==> config.mk <==
export PLATFORM = sky130hd
export DESIGN_NAME = osc_control
export DESIGN_NICKNAME = d
export VERILOG_FILES = /design/src/hw/wdt_edge_sync.v /design/src/hw/osc_control.v
export VERILOG_INCLUDE_DIRS = /design/src /design/src/inc
export SDC_FILE = /design/constraint.sdc
export NUM_CORES = 1
export LEC_CHECK = 0
export BUFFER_PORTS_ARGS = -buffer_cell sky130_fd_sc_hd__buf_4
export CAP_MARGIN = 20
export CORE_ASPECT_RATIO = 1.75
export CORE_UTILIZATION = 25
export DETAILED_ROUTE_END_ITERATION = 8
export SLEW_MARGIN = 5
export SYNTH_ARGS = -nofsm -noshare
export SYNTH_HDL_FRONTEND = slang
export SYNTH_SLANG_ARGS = --single-unit
==> constraint.sdc <==
create_clock -name clk -period 3.9 [get_ports clk]
set_clock_uncertainty 0.2 [all_clocks]
set_input_delay 0.39 -clock clk [delete_from_list [all_inputs] [get_ports clk]]
set_output_delay 0.39 -clock clk [all_outputs]
set_load 0.02 [all_outputs]
==> src/inc/osc_ctl_consts.vh <==
// Constants for the oscillator control and watchdog-oscillator fail detect block
`ifndef OSC_CTL_CONSTS_VH
`define OSC_CTL_CONSTS_VH
// ==========================================
// Register map
`define OSC_ADDR_W        12
`define OSC_CTL_ADDR      12'hf86
`define OSC_IRQ_STAT_ADDR 12'hf80
`define OSC_IRQ_CLR_ADDR  12'hf81
`define OSC_IRQ_EN_ADDR   12'hf82
`define OSC_STATUS_ADDR   12'hf83
// ==========================================
// Control register fields and reset value
`define OSC_CTL_RESET     8'ha0
`define OSC_CTL_WMASK     8'hbf
`define OSC_BIT_INT_EN    7
`define OSC_BIT_WDT_EN    5
`define OSC_BIT_POF_EN    4
`define OSC_BIT_WDF_EN    3
`define OSC_SEL_MSB       2
`define OSC_SEL_LSB       0
`define OSC_SEL_WDT       3'h2
// ==========================================
// Unlock sequence
`define OSC_UNLOCK_KEY1   8'he7
`define OSC_UNLOCK_KEY2   8'h18
// ==========================================
// Interrupt status bits
`define OSC_IRQ_W         2
`define OSC_IRQ_WDT_FAIL  0
`define OSC_IRQ_PRI_FAIL  1
// ==========================================
// Fail detect timing
`define OSC_WDT_FAIL_CYCLES 14'd8004
`define OSC_CNT_W           14
`endif

==> src/hw/wdt_edge_sync.v <==
// Three-stage synchroniser with edge detect for the watchdog oscillator clock
`timescale 1ns/100ps
module wdt_edge_sync
(
	input  wire clk,
	input  wire sys_rst,
	input  wire async_in,
	output reg  edge_seen
);
	reg s1_q;
	reg s2_q;
	reg s3_q;

	// ==========================================
	// Sync chain; only s2 and s3 are compared, s1 may be metastable
	always @(posedge clk)
	begin
		if (sys_rst)
		begin
			s1_q      <= 1'b0;
			s2_q      <= 1'b0;
			s3_q      <= 1'b0;
			edge_seen <= 1'b0;
		end
		else
		begin
			s1_q      <= async_in;
			s2_q      <= s1_q;
			s3_q      <= s2_q;
			edge_seen <= s2_q & ~s3_q;
		end
	end
endmodule // wdt_edge_sync

==> src/hw/osc_control.v <==
// Oscillator control register with unlock sequence and watchdog oscillator fail detect
// Function
// - Watchdog oscillator failure raises an NMI-like event to the processor.
// - That failure only alerts; the clock source select is never changed by it.
// - After a watchdog failure, primary oscillator failure detection is inhibited.
// - Count system clocks without watchdog edge; fail at 8004 cycles.
// - All detection and all clocks disabled: device halts until power-on reset.
// - Control register writes need E7 then 18 written first to unlock.
// - Register relocks after one successful write following unlock.
// - Register holds oscillator enables, both detect enables and 3-bit source select.
`timescale 1ns/100ps
`include "osc_ctl_consts.vh"
module osc_control
(
	input  wire                   clk,
	input  wire                   sys_rst,
	input  wire                   por_rst,
	input  wire [`OSC_ADDR_W-1:0] addr,
	input  wire [7:0]             wr_data,
	input  wire                   wr_en,
	input  wire                   rd_en,
	output reg  [7:0]             rd_data,
	input  wire                   wdt_osc_clk,
	input  wire                   primary_osc_fail,
	output reg                    internal_osc_en,
	output reg                    watchdog_osc_en,
	output reg                    primary_osc_fail_detect_en,
	output reg                    wdt_osc_fail_detect_en,
	output reg  [2:0]             sysclk_source_select,
	output reg                    wdt_fail_nmi,
	output reg                    primary_fail_nmi,
	output reg                    device_halted,
	output reg                    irq
);
	localparam ST_LOCKED = 2'd0;
	localparam ST_KEY1   = 2'd1;
	localparam ST_OPEN   = 2'd2;

	reg  [7:0]              ctl_q;
	reg  [7:0]              ctl_d;
	reg  [1:0]              lock_q;
	reg  [1:0]              lock_d;
	reg  [`OSC_CNT_W-1:0]   cnt_q;
	reg                     wdt_failed_q;
	reg  [`OSC_IRQ_W-1:0]   stat_q;
	reg  [`OSC_IRQ_W-1:0]   en_q;
	reg                     halt_q;
	wire                    wdt_edge;
	wire                    ctl_wr;
	wire                    wdt_fail_ev;
	wire                    pri_fail_ev;
	wire [`OSC_IRQ_W-1:0]   ev_vec;

	// Address match helper, used by every decode below
	function hit;
		input [`OSC_ADDR_W-1:0] a;
		input [`OSC_ADDR_W-1:0] target;
		begin
			hit = (a == target);
		end
	endfunction

	// ==========================================
	// Watchdog clock edge detection
	wdt_edge_sync u_sync
	(
		.clk       (clk),
		.sys_rst   (sys_rst),
		.async_in  (wdt_osc_clk),
		.edge_seen (wdt_edge)
	);

	assign ctl_wr = wr_en & hit(addr, `OSC_CTL_ADDR);

	// ==========================================
	// Unlock sequencer
	always @*
	begin
		lock_d = lock_q;
		ctl_d  = ctl_q;
		if (ctl_wr)
		begin
			case (lock_q)
				ST_LOCKED:
					lock_d = (wr_data == `OSC_UNLOCK_KEY1) ? ST_KEY1 : ST_LOCKED;
				ST_KEY1:
					lock_d = (wr_data == `OSC_UNLOCK_KEY2) ? ST_OPEN : ST_LOCKED;
				ST_OPEN:
				begin
					// Reserved bit 6 stays zero
					ctl_d  = wr_data & `OSC_CTL_WMASK;
					lock_d = ST_LOCKED;
				end
				default:
					lock_d = ST_LOCKED;
			endcase
		end
	end

	// ==========================================
	// Control register and lock state
	always @(posedge clk)
	begin
		if (sys_rst)
		begin
			ctl_q  <= `OSC_CTL_RESET;
			lock_q <= ST_LOCKED;
		end
		else
		begin
			ctl_q  <= ctl_d;
			lock_q <= lock_d;
		end
	end

	// ==========================================
	// Watchdog oscillator fail counter; a slow system clock means slow detection
	assign wdt_fail_ev = ctl_q[`OSC_BIT_WDF_EN] & ~wdt_failed_q & ~wdt_edge
	                   & (cnt_q == `OSC_WDT_FAIL_CYCLES - 14'd1);
	// Primary detect dead once the watchdog has failed
	assign pri_fail_ev = ctl_q[`OSC_BIT_POF_EN] & ~wdt_failed_q & primary_osc_fail;
	assign ev_vec      = {pri_fail_ev, wdt_fail_ev};

	always @(posedge clk)
	begin
		if (sys_rst)
		begin
			cnt_q        <= {`OSC_CNT_W{1'b0}};
			wdt_failed_q <= 1'b0;
		end
		else
		begin
			if (!ctl_q[`OSC_BIT_WDF_EN] || wdt_edge || wdt_failed_q)
				cnt_q <= {`OSC_CNT_W{1'b0}};
			else
				cnt_q <= cnt_q + 14'd1;
			if (wdt_fail_ev)
				wdt_failed_q <= 1'b1;
		end
	end

	// ==========================================
	// Halt latch: only power-on reset clears it, system reset cannot
	always @(posedge clk)
	begin
		if (por_rst)
			halt_q <= 1'b0;
		else if (!ctl_q[`OSC_BIT_INT_EN] && !ctl_q[`OSC_BIT_WDT_EN]
		         && !ctl_q[`OSC_BIT_POF_EN] && !ctl_q[`OSC_BIT_WDF_EN])
			halt_q <= 1'b1;
	end

	// ==========================================
	// Sticky status, set wins over clear
	always @(posedge clk)
	begin
		if (sys_rst)
		begin
			stat_q <= {`OSC_IRQ_W{1'b0}};
			en_q   <= {`OSC_IRQ_W{1'b0}};
		end
		else
		begin
			if (wr_en && hit(addr, `OSC_IRQ_CLR_ADDR))
				stat_q <= (stat_q & ~wr_data[`OSC_IRQ_W-1:0]) | ev_vec;
			else
				stat_q <= stat_q | ev_vec;
			if (wr_en && hit(addr, `OSC_IRQ_EN_ADDR))
				en_q <= wr_data[`OSC_IRQ_W-1:0];
		end
	end

	// ==========================================
	// Registered outputs; clock select follows software only, never the failure
	always @(posedge clk)
	begin
		if (sys_rst)
		begin
			internal_osc_en            <= 1'b1;
			watchdog_osc_en            <= 1'b1;
			primary_osc_fail_detect_en <= 1'b0;
			wdt_osc_fail_detect_en     <= 1'b0;
			sysclk_source_select       <= 3'h0;
			wdt_fail_nmi               <= 1'b0;
			primary_fail_nmi           <= 1'b0;
			irq                        <= 1'b0;
		end
		else
		begin
			internal_osc_en            <= ctl_d[`OSC_BIT_INT_EN];
			watchdog_osc_en            <= ctl_d[`OSC_BIT_WDT_EN];
			primary_osc_fail_detect_en <= ctl_d[`OSC_BIT_POF_EN];
			wdt_osc_fail_detect_en     <= ctl_d[`OSC_BIT_WDF_EN];
			sysclk_source_select       <= ctl_d[`OSC_SEL_MSB:`OSC_SEL_LSB];
			wdt_fail_nmi               <= wdt_fail_ev;
			primary_fail_nmi           <= pri_fail_ev;
			irq                        <= |((stat_q | ev_vec) & en_q);
		end
	end

	always @(posedge clk)
	begin
		if (por_rst)
			device_halted <= 1'b0;
		else
			device_halted <= halt_q;
	end

	// ==========================================
	// Read port, data in the cycle after the strobe; unmapped reads zero
	always @(posedge clk)
	begin
		if (sys_rst)
			rd_data <= 8'h00;
		else if (rd_en)
		begin
			if (hit(addr, `OSC_CTL_ADDR))
				rd_data <= ctl_q;
			else if (hit(addr, `OSC_IRQ_STAT_ADDR))
				rd_data <= {6'h00, stat_q};
			else if (hit(addr, `OSC_IRQ_EN_ADDR))
				rd_data <= {6'h00, en_q};
			else if (hit(addr, `OSC_STATUS_ADDR))
				rd_data <= {4'h0, halt_q, wdt_failed_q, lock_q};
			else
				rd_data <= 8'h00;
		end
		else
			rd_data <= 8'h00;
	end
endmodule // osc_control

==> results of run 1 <==
## per-layer routing
metal  vias up  track usage (%)  routed length, um
met5         -                0                  0
met4         0             6.52                 88
met3         6             3.03                202
met2        50             21.2               2320
met1       768             12.5               1780
li1        824                -                  -
## worst min path at each step
stage | start | end | cells after the start
6_report | por_rst | device_halted$_SDFF_PP0_ | 2
5_1_grt | por_rst | device_halted$_SDFF_PP0_ | 2
4_1_cts | por_rst | halt_q$_SDFFE_PP0P_ | 2
3_5_place_dp | u_sync.s3_q$_SDFF_PP0_ | u_sync.edge_seen$_SDFF_PP0_ | 1
3_3_place_gp | u_sync.s3_q$_SDFF_PP0_ | u_sync.edge_seen$_SDFF_PP0_ | 1
2_1_floorplan | u_sync.s3_q$_SDFF_PP0_ | u_sync.edge_seen$_SDFF_PP0_ | 1
## metrics by stage
stage / setup slack [ns] / instance area [sq um] / cells / hold slack, ns / power (mW)
after floorplan: 2.15 / 1860 / 205 / 0.167 / 0.477
after global placement: 1.81 / 2260 / 326 / 0.173 / 0.505
after detailed placement: 1.80 / 2260 / 326 / 0.176 / 0.506
after CTS: 2.07 / 2420 / 332 / 0.0637 / 0.958
after global routing: 1.91 / 2420 / 332 / 0.0609 / 0.981
final: 2.05 / 2420 / 332 / 0.0715 / 0.947
## worst max-delay path, cell delays in order
cell	delay, ns
buf_4	0.13
and4bb_1	0.52
nand4_1	0.23
or4_1	0.53
nand2_1	0.07
## synth_stat cells, drive strengths merged, types with 2 or more instances
| cell | n |
|---|---|
| a21oi | 6 |
| a221oi | 2 |
| a22oi | 2 |
| and2 | 3 |
| and3 | 8 |
| and4 | 2 |
| buf | 4 |
| clkbuf | 5 |
| dfxtp | 44 |
| inv | 6 |
| mux2i | 6 |
| nand2 | 11 |
| nand3 | 7 |
| nand3b | 4 |
| nand4 | 14 |
| nor2 | 30 |
| nor2b | 7 |
| nor3 | 3 |
| nor4 | 4 |
| nor4b | 7 |
| o21ai | 4 |
| o31ai | 5 |
| xnor2 | 6 |
| xor2 | 5 |
## flip-flops by register name (all words and copies together) (netlist names), 2 cells and up
register and flops:
lock_q 2, ctl_q 7, en_q 2, stat_q 2, cnt_q 14, rd_data 7
## where the power goes
group          total (mW)  internal [mW]  switching [mW]
sequential          0.451          0.451        0.000366
clock               0.452          0.295           0.157
combinational      0.0442         0.0226          0.0216
total               0.947          0.768           0.179
## area by class of cell
| type | instances | area [sq um] | share of cell area [%] |
|---|---|---|---|
| timing repair buffer | 44 | 330 | 13.7 |
| sequential | 44 | 881 | 36.5 |
| clock buffer | 5 | 125 | 5.18 |
| tap | 86 | 108 | 4.45 |
| inverter | 6 | 22.5 | 0.932 |
| multi-input combinational | 146 | 920 | 38.1 |
| clock inverter | 1 | 30.0 | 1.24 |
## cells by family (layout without fill, tap and decap cells)
group | count (synthesis) | in the layout | synth area share (%)
mux | 6 | 6 | 3.22
buf+inv | 15 | 56 | 3.42
flops | 44 | 44 | 47.2
compound gates | 22 | 22 | 8.05
xor+xnor | 11 | 11 | 5.17
fa+ha+maj | 1 | 1 | 0.671
other cells | 1 | 1 | 0.201
simple gates | 105 | 105 | 32.0
==> out/metrics.yaml, run 1 <==
finish:
  diodes: 0
  nNetsFinal: 275
  areaGrowthSynthToFinish_pct: 29.6
  layout.cells.most_common_list: "dfxtp_1 (44), buf_4 (44), nor2_1 (30)"
  drive_gt1_share_pct: 20.7
  finalCoreUtilization_pct: 33.4
  nFillCells: 743
worst_setup_path:
  critPathLaunch: "addr[3]"
  r2r_end: "irq$_SDFF_PP0_"
  startpoint_type: "primary input"
  crit_arrival_ns: 1.88
  cp_max_fo: 11
  reg2reg_depth: 5
  r2r_slack_ns: 2.10
  critPathCapture: "lock_q[0]$_SDFFE_PP0P_"
  endpoint_kind: "flop"
  critPathKind: "primary input to flop"
  r2r_start: "cnt_q[0]$_SDFF_PP0_"
  worstPathRequired_ns: 3.93
timing:
  tns_ns: 0
  rsz0062_at_grt: "no"
  fmax_mhz: 540
  max_slew_margin_pct: 65.3
  fin_crit_ns: 1.85
  worst_pin_slew_ns: 0.518
  slew_violations: 0
  fin_crit_sh_pct: 47.5
  hold_violations: 0
  setup-violations-final: 0
clock_tree:
  clk_pin_slew_ns: 0.06
  cts-root-buf: "clkbuf_16"
  post_cts_buffers: 0
  cts_inserted_buffers: 5
  clk_latency_ns: 0.28
  cts_hold_buffers: 0
  clockBufferDepth: 2
  cts_resized: 0
  cts.sinks: 44
  htree_levels: 2
  cts_tree: "done"
detailed_routing:
  wl_per_cell_um: 13.2
  num_vias: 1648
  drc_errors: 0
  drt_iter0_markers: 108
  via_per_inst: 4.96
  routed_wl_um: 4390
  first_pass_iters: 5
  antenna_left: 0
synthesis:
  syn_nets: 233
  synth_area_leaders: "dfxtp_1 (47%), nor2_1 (6.0%), nand4_1 (4.7%), mux2i_1 (3.2%), nor4b_1 (2.8%)"
  ys_types: 36
  synth_edf_count: 0
  syn-cell-area_sq_um: 1860
  ys_seq_area_share_pct: 47.2
  netlist.area_leader.share_pct: 47.2
  ys.flop_type: "dfxtp_1"
  postSynthCellCount: 205
  syn_area_per_cell_sq_um: 9.09
  yosys_warnings: 0
  ys_ff_latch: 44
  yosysTopAreaCell: "dfxtp_1"
  postSynth.asyncResetShare_pct: 0
run:
  maxCapViolations: 0
place:
  hpwl_um: 3380
  numPortBuffers: 44
  place.gp.congestion: 0.776
global_route:
  antenna_found_initial: 0
  overflow: 0
  grt_max_degree: 26
  grt_pass1_wl_um: 6930
  grt_pass1_vias: 1489
  grt_usage_pct: 12.0
floorplan:
  io_pins: 46
  die-width_um: 67.3
  die_area_sq_um: 7820
  fp.dieH_um: 116
  core_area_sq_um: 7230
  floorplan.initialDensity_pct: 25.8
  std_cell_rows: 41
power_and_ir_drop:
  pwr_density_cell_nw_per_um2: 392
  leakage_nw: 0.935
  irDropWorstVdd_v: 0.000224
hold_path:
  worstHoldPathType: "primary input to flop"
run_status:
  status: "complete, no violations"
No activity file was read; power rests on OpenSTA's default activity.
==> run 2: changes to the inputs <==
--- a/config.mk
+++ b/config.mk
@@ -6,6 +6,7 @@
 export SDC_FILE = /design/constraint.sdc
 export NUM_CORES = 1
 export LEC_CHECK = 0
+export ABC_AREA = 1
 export BUFFER_PORTS_ARGS = -buffer_cell sky130_fd_sc_hd__buf_4
 export CAP_MARGIN = 20
 export CORE_ASPECT_RATIO = 1.75
==> constraint.sdc (replaced) <==
create_clock -name clk -period 1.7 [get_ports clk]
set_clock_uncertainty 0.2 [all_clocks]
set_input_delay 0.17 -clock clk [delete_from_list [all_inputs] [get_ports clk]]
set_output_delay 0.17 -clock clk [all_outputs]
set_load 0.02 [all_outputs]
==> out/metrics.yaml, run 2 <==
run_status:
  status: "finished, violations left"
  violations: "DRC"
finish:
  mostFrequentLayoutCell: "nand2_1"
  areaGrowthSynthToFinish_pct: 32.8
  top_regs: "cnt_q: 14 flops, ctl_q: 7 flops, rd_data: 7 flops"
  nNetsFinal: 375  # +36%
  design_area_sq_um: 2740  # +13%
  stdcell_count: 438  # +32%
  diodes: 0  # unchanged
  finalCoreUtilization_pct: 34.4  # +1.0 points
  largest_reg_flops: 14  # unchanged
  nFillCells: 882  # +19%
  layout.cells.most_common_list: "nand2_1 (53), inv_1 (49), buf_4 (47)"
  regMostFlops: "cnt_q"
  drive_gt1_share_pct: 20.4  # -0.33 points
global_route:
  grt_pass1_vias: 1976  # +33%
  grt_max_degree: 22  # -15%
  overflow: 0  # unchanged
  grt_pass1_wl_um: 8760  # +26%
  antenna_found_initial: 0  # unchanged
  grt_usage_pct: 13.1  # +1.1 points
synthesis:
  syn-cell-area_sq_um: 2060  # +11%
  synth_area_leaders: "dfxtp_1 (43%), nand2_1 (9.6%), inv_1 (8.9%), nor2_1 (6.7%), nand3_1 (5.6%)"
  ys_ff_latch: 44  # unchanged
  yosys_warnings: 0  # unchanged
  synth_edf_count: 0  # unchanged
  syn_nets: 319  # +37%
  ys.flop_type: "dfxtp_1"
  syn_area_per_cell_sq_um: 7.09  # -22%
  ys_types: 27  # -25%
  yosys-top-cells-count: "nand2_1 (53), inv_1 (49), dfxtp_1 (44)"
  yosysTopAreaCell: "dfxtp_1"
  netlist.area_leader.share_pct: 42.7  # -4.6 points
  postSynthCellCount: 291  # +42%
  postSynth.asyncResetShare_pct: 0  # unchanged
  yosysMostFrequentCell: "nand2_1"
  ys_seq_area_share_pct: 42.7  # -4.6 points
clock_tree:
  cts-root-buf: "clkbuf_16"
  htree_levels: 2  # unchanged
  cts_tree: "done"
  cts_inserted_buffers: 5  # unchanged
  cts.sinks: 44  # unchanged
  clk_pin_slew_ns: 0.06  # about the same
  clockBufferDepth: 2  # unchanged
  clk_latency_ns: 0.28  # about the same
power_and_ir_drop:
  leakage_nw: 1.19  # +27%
  p_total_mw: 2.25  # +140%
  pwr_density_cell_nw_per_um2: 821  # +110%
  irDropWorstVdd_v: 0.000441  # +97%
hold_path:
  worstHoldPathType: "primary input to flop"
floorplan:
  std_cell_rows: 43  # +4.9%
  core_area_sq_um: 7960  # +10%
  die_area_sq_um: 8630  # +10%
  die-width_um: 70.7  # +5.0%
  floorplan.initialDensity_pct: 25.9  # +0.14 points
  io_pins: 46  # unchanged
  fp.dieH_um: 122  # +5.1%
detailed_routing:
  drc_errors: 8  # +8
  antenna_left: 0  # unchanged
  routed_wl_um: 5260  # +20%
  drt_iter0_markers: 96  # -11%
  via_per_inst: 4.61  # -7.0%
  first_pass_iters: 6  # +1
  wl_per_cell_um: 12.0  # -9.2%
  num_vias: 2021  # +23%
worst_setup_path:
  critPathKind: "flop to flop"
  worstPathRequired_ns: 1.71  # -2.22 ns
  cp_max_fo: 5  # -6
  startpoint_type: "flop"
  endpoint_kind: "flop"
  crit_arrival_ns: 1.57  # -0.31 ns
place:
  place_inst: 424  # +30%
  placed_cell_area_sq_um: 2510  # +11%
  place.gp.congestion: 0.867  # +12%
  numPortBuffers: 44  # unchanged
  hpwl_um: 4230  # +25%
timing:
  fin_crit_sh_pct: 92.1
  setup-violations-final: 0  # unchanged
  slew_violations: 0  # unchanged
  tns_ns: 0  # unchanged
  rsz0062_at_grt: "no"
  fmax_mhz: 639
  hold_violations: 0  # unchanged
  fin_crit_ns: 1.57
run:
  maxCapViolations: 0  # unchanged
run 2: cell types whose count changed after synthesis, sizes merged, moves of 7 or more:
cell / before / now
and3: 8 / 0
nor4b: 7 / 0
o21ai: 4 / 12
nor3: 3 / 10
nor2: 30 / 45
nand2: 11 / 55
nand3: 7 / 25
a21oi: 6 / 20
nor2b: 7 / 0
inv: 6 / 50
run 2: metrics by stage:
step	worst slack, ns	hold WS (ns)
finish	0.134	0.00602
global route	0.0134	0.0273
CTS	0.131	0.00380
detailed placement	0.130	0.138
global placement	0.199	0.140
floorplan	0.294	0.0391
run 2: critical path, cell delays in order, from the launching register on:
cell     delay, ns
dfxtp_1       0.36
ha_1          0.20
nand2_1       0.09
inv_1         0.15
nand4_4       0.14
or2_0         0.22
a21oi_1       0.13
run 2: cell families (layout without fill, tap and decap cells):
group                      after synthesis  count (layout)  share of synthesized area, %
buffers and inverters                   54             111                          10.1
and+or+nand+nor                        156             156                          37.4
other                                    1               1                         0.182
adders and majority gates                1               1                         0.606
DFF                                     44              44                          42.7
AOI/OAI and AO/OA                       35              35                          8.98
run 2: cell type report:
cell class,instances,area [sq um],share of cell area (%)
clock inverters,3,47.5,1.74
well taps,90,113,4.11
flip-flops and latches,44,881,32.1
multi-input cells,193,973,35.5
clock buffers,5,125,4.57
repair buffers,53,413,15.1
inverters,50,188,6.85
run 2: what timing repair did:
action | in CTS | in global routing
hold buffers | 6 | 0
endpoints found under the hold margin | 7 | 0
resized for setup | 0 | 1
endpoints found under the setup margin | 0 | 1
buffers inserted | 0 | 0
run 2: worst paths after layout:
path                          startpoint                           to  slack, ns  cells after the start
setup / recovery     cnt_q[0]$_SDFF_PP0_          cnt_q[8]$_SDFF_PP0_       0.13                      6
hold / removal                wr_data[2]        ctl_q[2]$_SDFFE_PP0P_      0.006                      3
setup reg to reg     cnt_q[0]$_SDFF_PP0_          cnt_q[8]$_SDFF_PP0_       0.13                      6
hold reg to reg   u_sync.s3_q$_SDFF_PP0_  u_sync.edge_seen$_SDFF_PP0_       0.19                      1
run 2: metal layers:
metal,routed length (um),track usage (%)
met5,0,0
met4,109,5.38
met3,226,2.56
met2,2900,25.4
met1,2030,13.5
run 2: power by group:
group	total, mW	switching, mW	internal, mW
clock	1.09	0.391	0.697
sequential	1.03	0.000761	1.03
combinational	0.126	0.0651	0.0606
==> run 3: changes to the inputs <==
--- a/config.mk
+++ b/config.mk
@@ -6,7 +6,6 @@
 export SDC_FILE = /design/constraint.sdc
 export NUM_CORES = 1
 export LEC_CHECK = 0
-export ABC_AREA = 1
 export BUFFER_PORTS_ARGS = -buffer_cell sky130_fd_sc_hd__buf_4
 export CAP_MARGIN = 20
 export CORE_ASPECT_RATIO = 1.75
==> out/metrics.yaml, run 3 (synthesized netlist as in run 1, its figures left out) <==
run_status:
  status: "complete, no violations"
clock_tree:
  cts-root-buf: "clkbuf_16"
  clockBufferDepth: 2  # unchanged
  cts.sinks: 44  # unchanged
  htree_levels: 2  # unchanged
  cts_tree: "done"
  cts_inserted_buffers: 5  # unchanged
  clk_latency_ns: 0.29  # about the same
  clk_pin_slew_ns: 0.06  # about the same
run:
  maxCapViolations: 0  # unchanged
power_and_ir_drop:
  pwr_density_cell_nw_per_um2: 815  # -0.70%
  p_clk_share_pct: 45.7  # -2.7 points
  leakage_nw: 1.04  # -13%
  p_switching_uw: 448  # -2.0%
  power_frac_seq_pct: 48.4  # +2.4 points
  netSwitchingFraction_pct: 20.9  # +0.61 points
  power_frac_comb_pct: 5.9  # +0.3 points
  irDropWorstVdd_v: 0.000372  # -16%
  internal-power_mw: 1.69  # -5.6%
  p_total_mw: 2.14  # -4.9%
finish:
  largest_reg_flops: 14  # unchanged
  multi_input_area_sq_um: 926  # -4.9%
  drive_gt1_share_pct: 24.3  # +3.9 points
  diodes: 0  # unchanged
  mostFrequentLayoutCell: "buf_4"
  nNetsFinal: 299  # -20%
  top_regs: "cnt_q: 14 flops, ctl_q: 7 flops, rd_data: 7 flops"
  nFillCells: 756  # -14%
  areaGrowthSynthToFinish_pct: 40.8
  layout.cells.most_common_list: "buf_4 (57), dfxtp_1 (44), nor2_1 (30)"
  finalCoreUtilization_pct: 36.3  # +1.9 points
  register_area_sq_um: 881  # unchanged
  stdcell_count: 358  # -18%
  design_area_sq_um: 2630  # -4.2%
  regMostFlops: "cnt_q"
floorplan:
  die_area_sq_um: 7820  # -9.4%
  die-width_um: 67.3  # -4.8%
  io_pins: 46  # unchanged
  fp.dieH_um: 116  # -4.9%
  floorplan.initialDensity_pct: 25.8  # -0.14 points
  core_area_sq_um: 7230  # -9.2%
  std_cell_rows: 41  # -4.7%
global_route:
  grt_pass1_vias: 1589  # -20%
  antenna_found_initial: 0  # unchanged
  grt_max_degree: 14  # -36%
  grt_usage_pct: 12.7  # -0.36 points
  grt_pass1_wl_um: 7260  # -17%
  overflow: 0  # unchanged
hold_path:
  worstHoldPathType: "primary input to flop"
  min_from: "wr_data[2]"
  hold_path_end: "lock_q[1]$_SDFFE_PP0P_"
  hold_depth: 4  # +1
detailed_routing:
  drc_errors: 0  # -8
  routed_wl_um: 4650  # -12%
  drt_iter0_markers: 54  # -44%
  wl_per_cell_um: 13.0  # +8.2%
  antenna_left: 0  # unchanged
  via_per_inst: 4.73  # +2.4%
  first_pass_iters: 4  # -2
  num_vias: 1692  # -16%
worst_setup_path:
  r2r_end: "irq$_SDFF_PP0_"
  endpoint_kind: "flop"
  critPathKind: "flop to flop"
  worstPathRequired_ns: 1.73  # +0.02 ns
  r2r_slack_ns: 0.12  # about the same
  critPathLaunch: "cnt_q[1]$_SDFF_PP0_"
  crit_arrival_ns: 1.61  # +0.04 ns
  r2r_start: "cnt_q[1]$_SDFF_PP0_"
  startpoint_type: "flop"
  reg2reg_depth: 5  # -1
  cp_max_fo: 3  # -2
timing:
  fin_crit_ns: 1.58  # +0.0144 ns
  fmax_mhz: 633  # -0.91%
  fin_crit_sh_pct: 93.0  # +0.84 points
  slew_violations: 0  # unchanged
  setup-violations-final: 0  # unchanged
  hold_violations: 0  # unchanged
place:
  numPortBuffers: 44  # unchanged
  placed_cell_area_sq_um: 2350  # -6.2%
  place_inst: 338  # -20%
  hpwl_um: 3570  # -16%
  place.gp.congestion: 0.849  # -2.1%
run 3: cell count changes in the layout (fill, tap and decap cells not counted), moves of 6 or more:
cell / change
xnor2_1: +6
a21oi_1: -14
nand3_1: -16
mux2i_1: +6
nor2b_1: +7
buf_4: +10
nand2_1: -42
inv_1: -43
nor3_1: -6
nor2_1: -7
and3_1: +8
nor4b_1: +6
o21ai_0: -6
run 3: cell type report:
type	instances	area share (%)
multi-input cells	146	35.3
clock buffers	7	5.43
clock inverters	1	0.286
repair buffers	68	20.5
well taps	86	4.10
inverters	6	0.858
flip-flops and latches	44	33.6
run 3: per-layer routing:
| layer | GRT usage (%) | vias to the layer above | part of all wire, % | wire length [um] |
|---|---|---|---|---|
| met5 | 0 | - | 0 | 0 |
| met4 | 8.51 | 0 | 3.4 | 158 |
| met3 | 2.73 | 9 | 3.8 | 177 |
| met2 | 22.1 | 39 | 53 | 2450 |
| met1 | 13.4 | 778 | 40 | 1860 |
| li1 | - | 866 | - | - |
run 3: stage by stage:
step	setup slack, ns	hold slack [ns]	setup TNS [ns]
floorplan	0.116	0.0416	0
global placement	0.0628	0.145	0
detailed placement	0.0485	0.146	0
CTS	0.0726	0.00397	0
global route	-0.00636	0.0383	-0.00636
finish	0.120	0.00872	0
run 3: power by group through the flow:
stage / Sequential, mW / Combinational [mW] / Clock, mW
floorplan: 1.06 / 0.0365 / 0
global placement: 1.06 / 0.105 / 0
detailed placement: 1.06 / 0.106 / 0
CTS: 1.04 / 0.127 / 0.995
global route: 1.03 / 0.136 / 1.04
finish: 1.04 / 0.127 / 0.978
run 3: worst max path at each step:
stage	endpoint	cells after the start
4_1_cts	irq$_SDFF_PP0_	5
3_5_place_dp	stat_q[0]$_SDFF_PP0_	5
5_1_grt	cnt_q[13]$_SDFF_PP0_	5
2_1_floorplan	irq$_SDFF_PP0_	5
3_3_place_gp	stat_q[0]$_SDFF_PP0_	5
6_report	irq$_SDFF_PP0_	5
run 3: worst max-delay path, cell delays in order, from the launching register on:
cell     delay (ns)
dfxtp_1        0.34
ha_1           0.16
nor4b_1        0.35
and3_1         0.21
and3_1         0.16
a221o_1        0.10
run 3: repair_timing:
action / 4_1_cts / 5_1_grt
endpoints found under the setup margin: 0 / 3
hold endpoints to repair: 16 / 0
gates resized for setup: 0 / 1
setup buffers: 0 / 1
hold buffers: 11 / 0
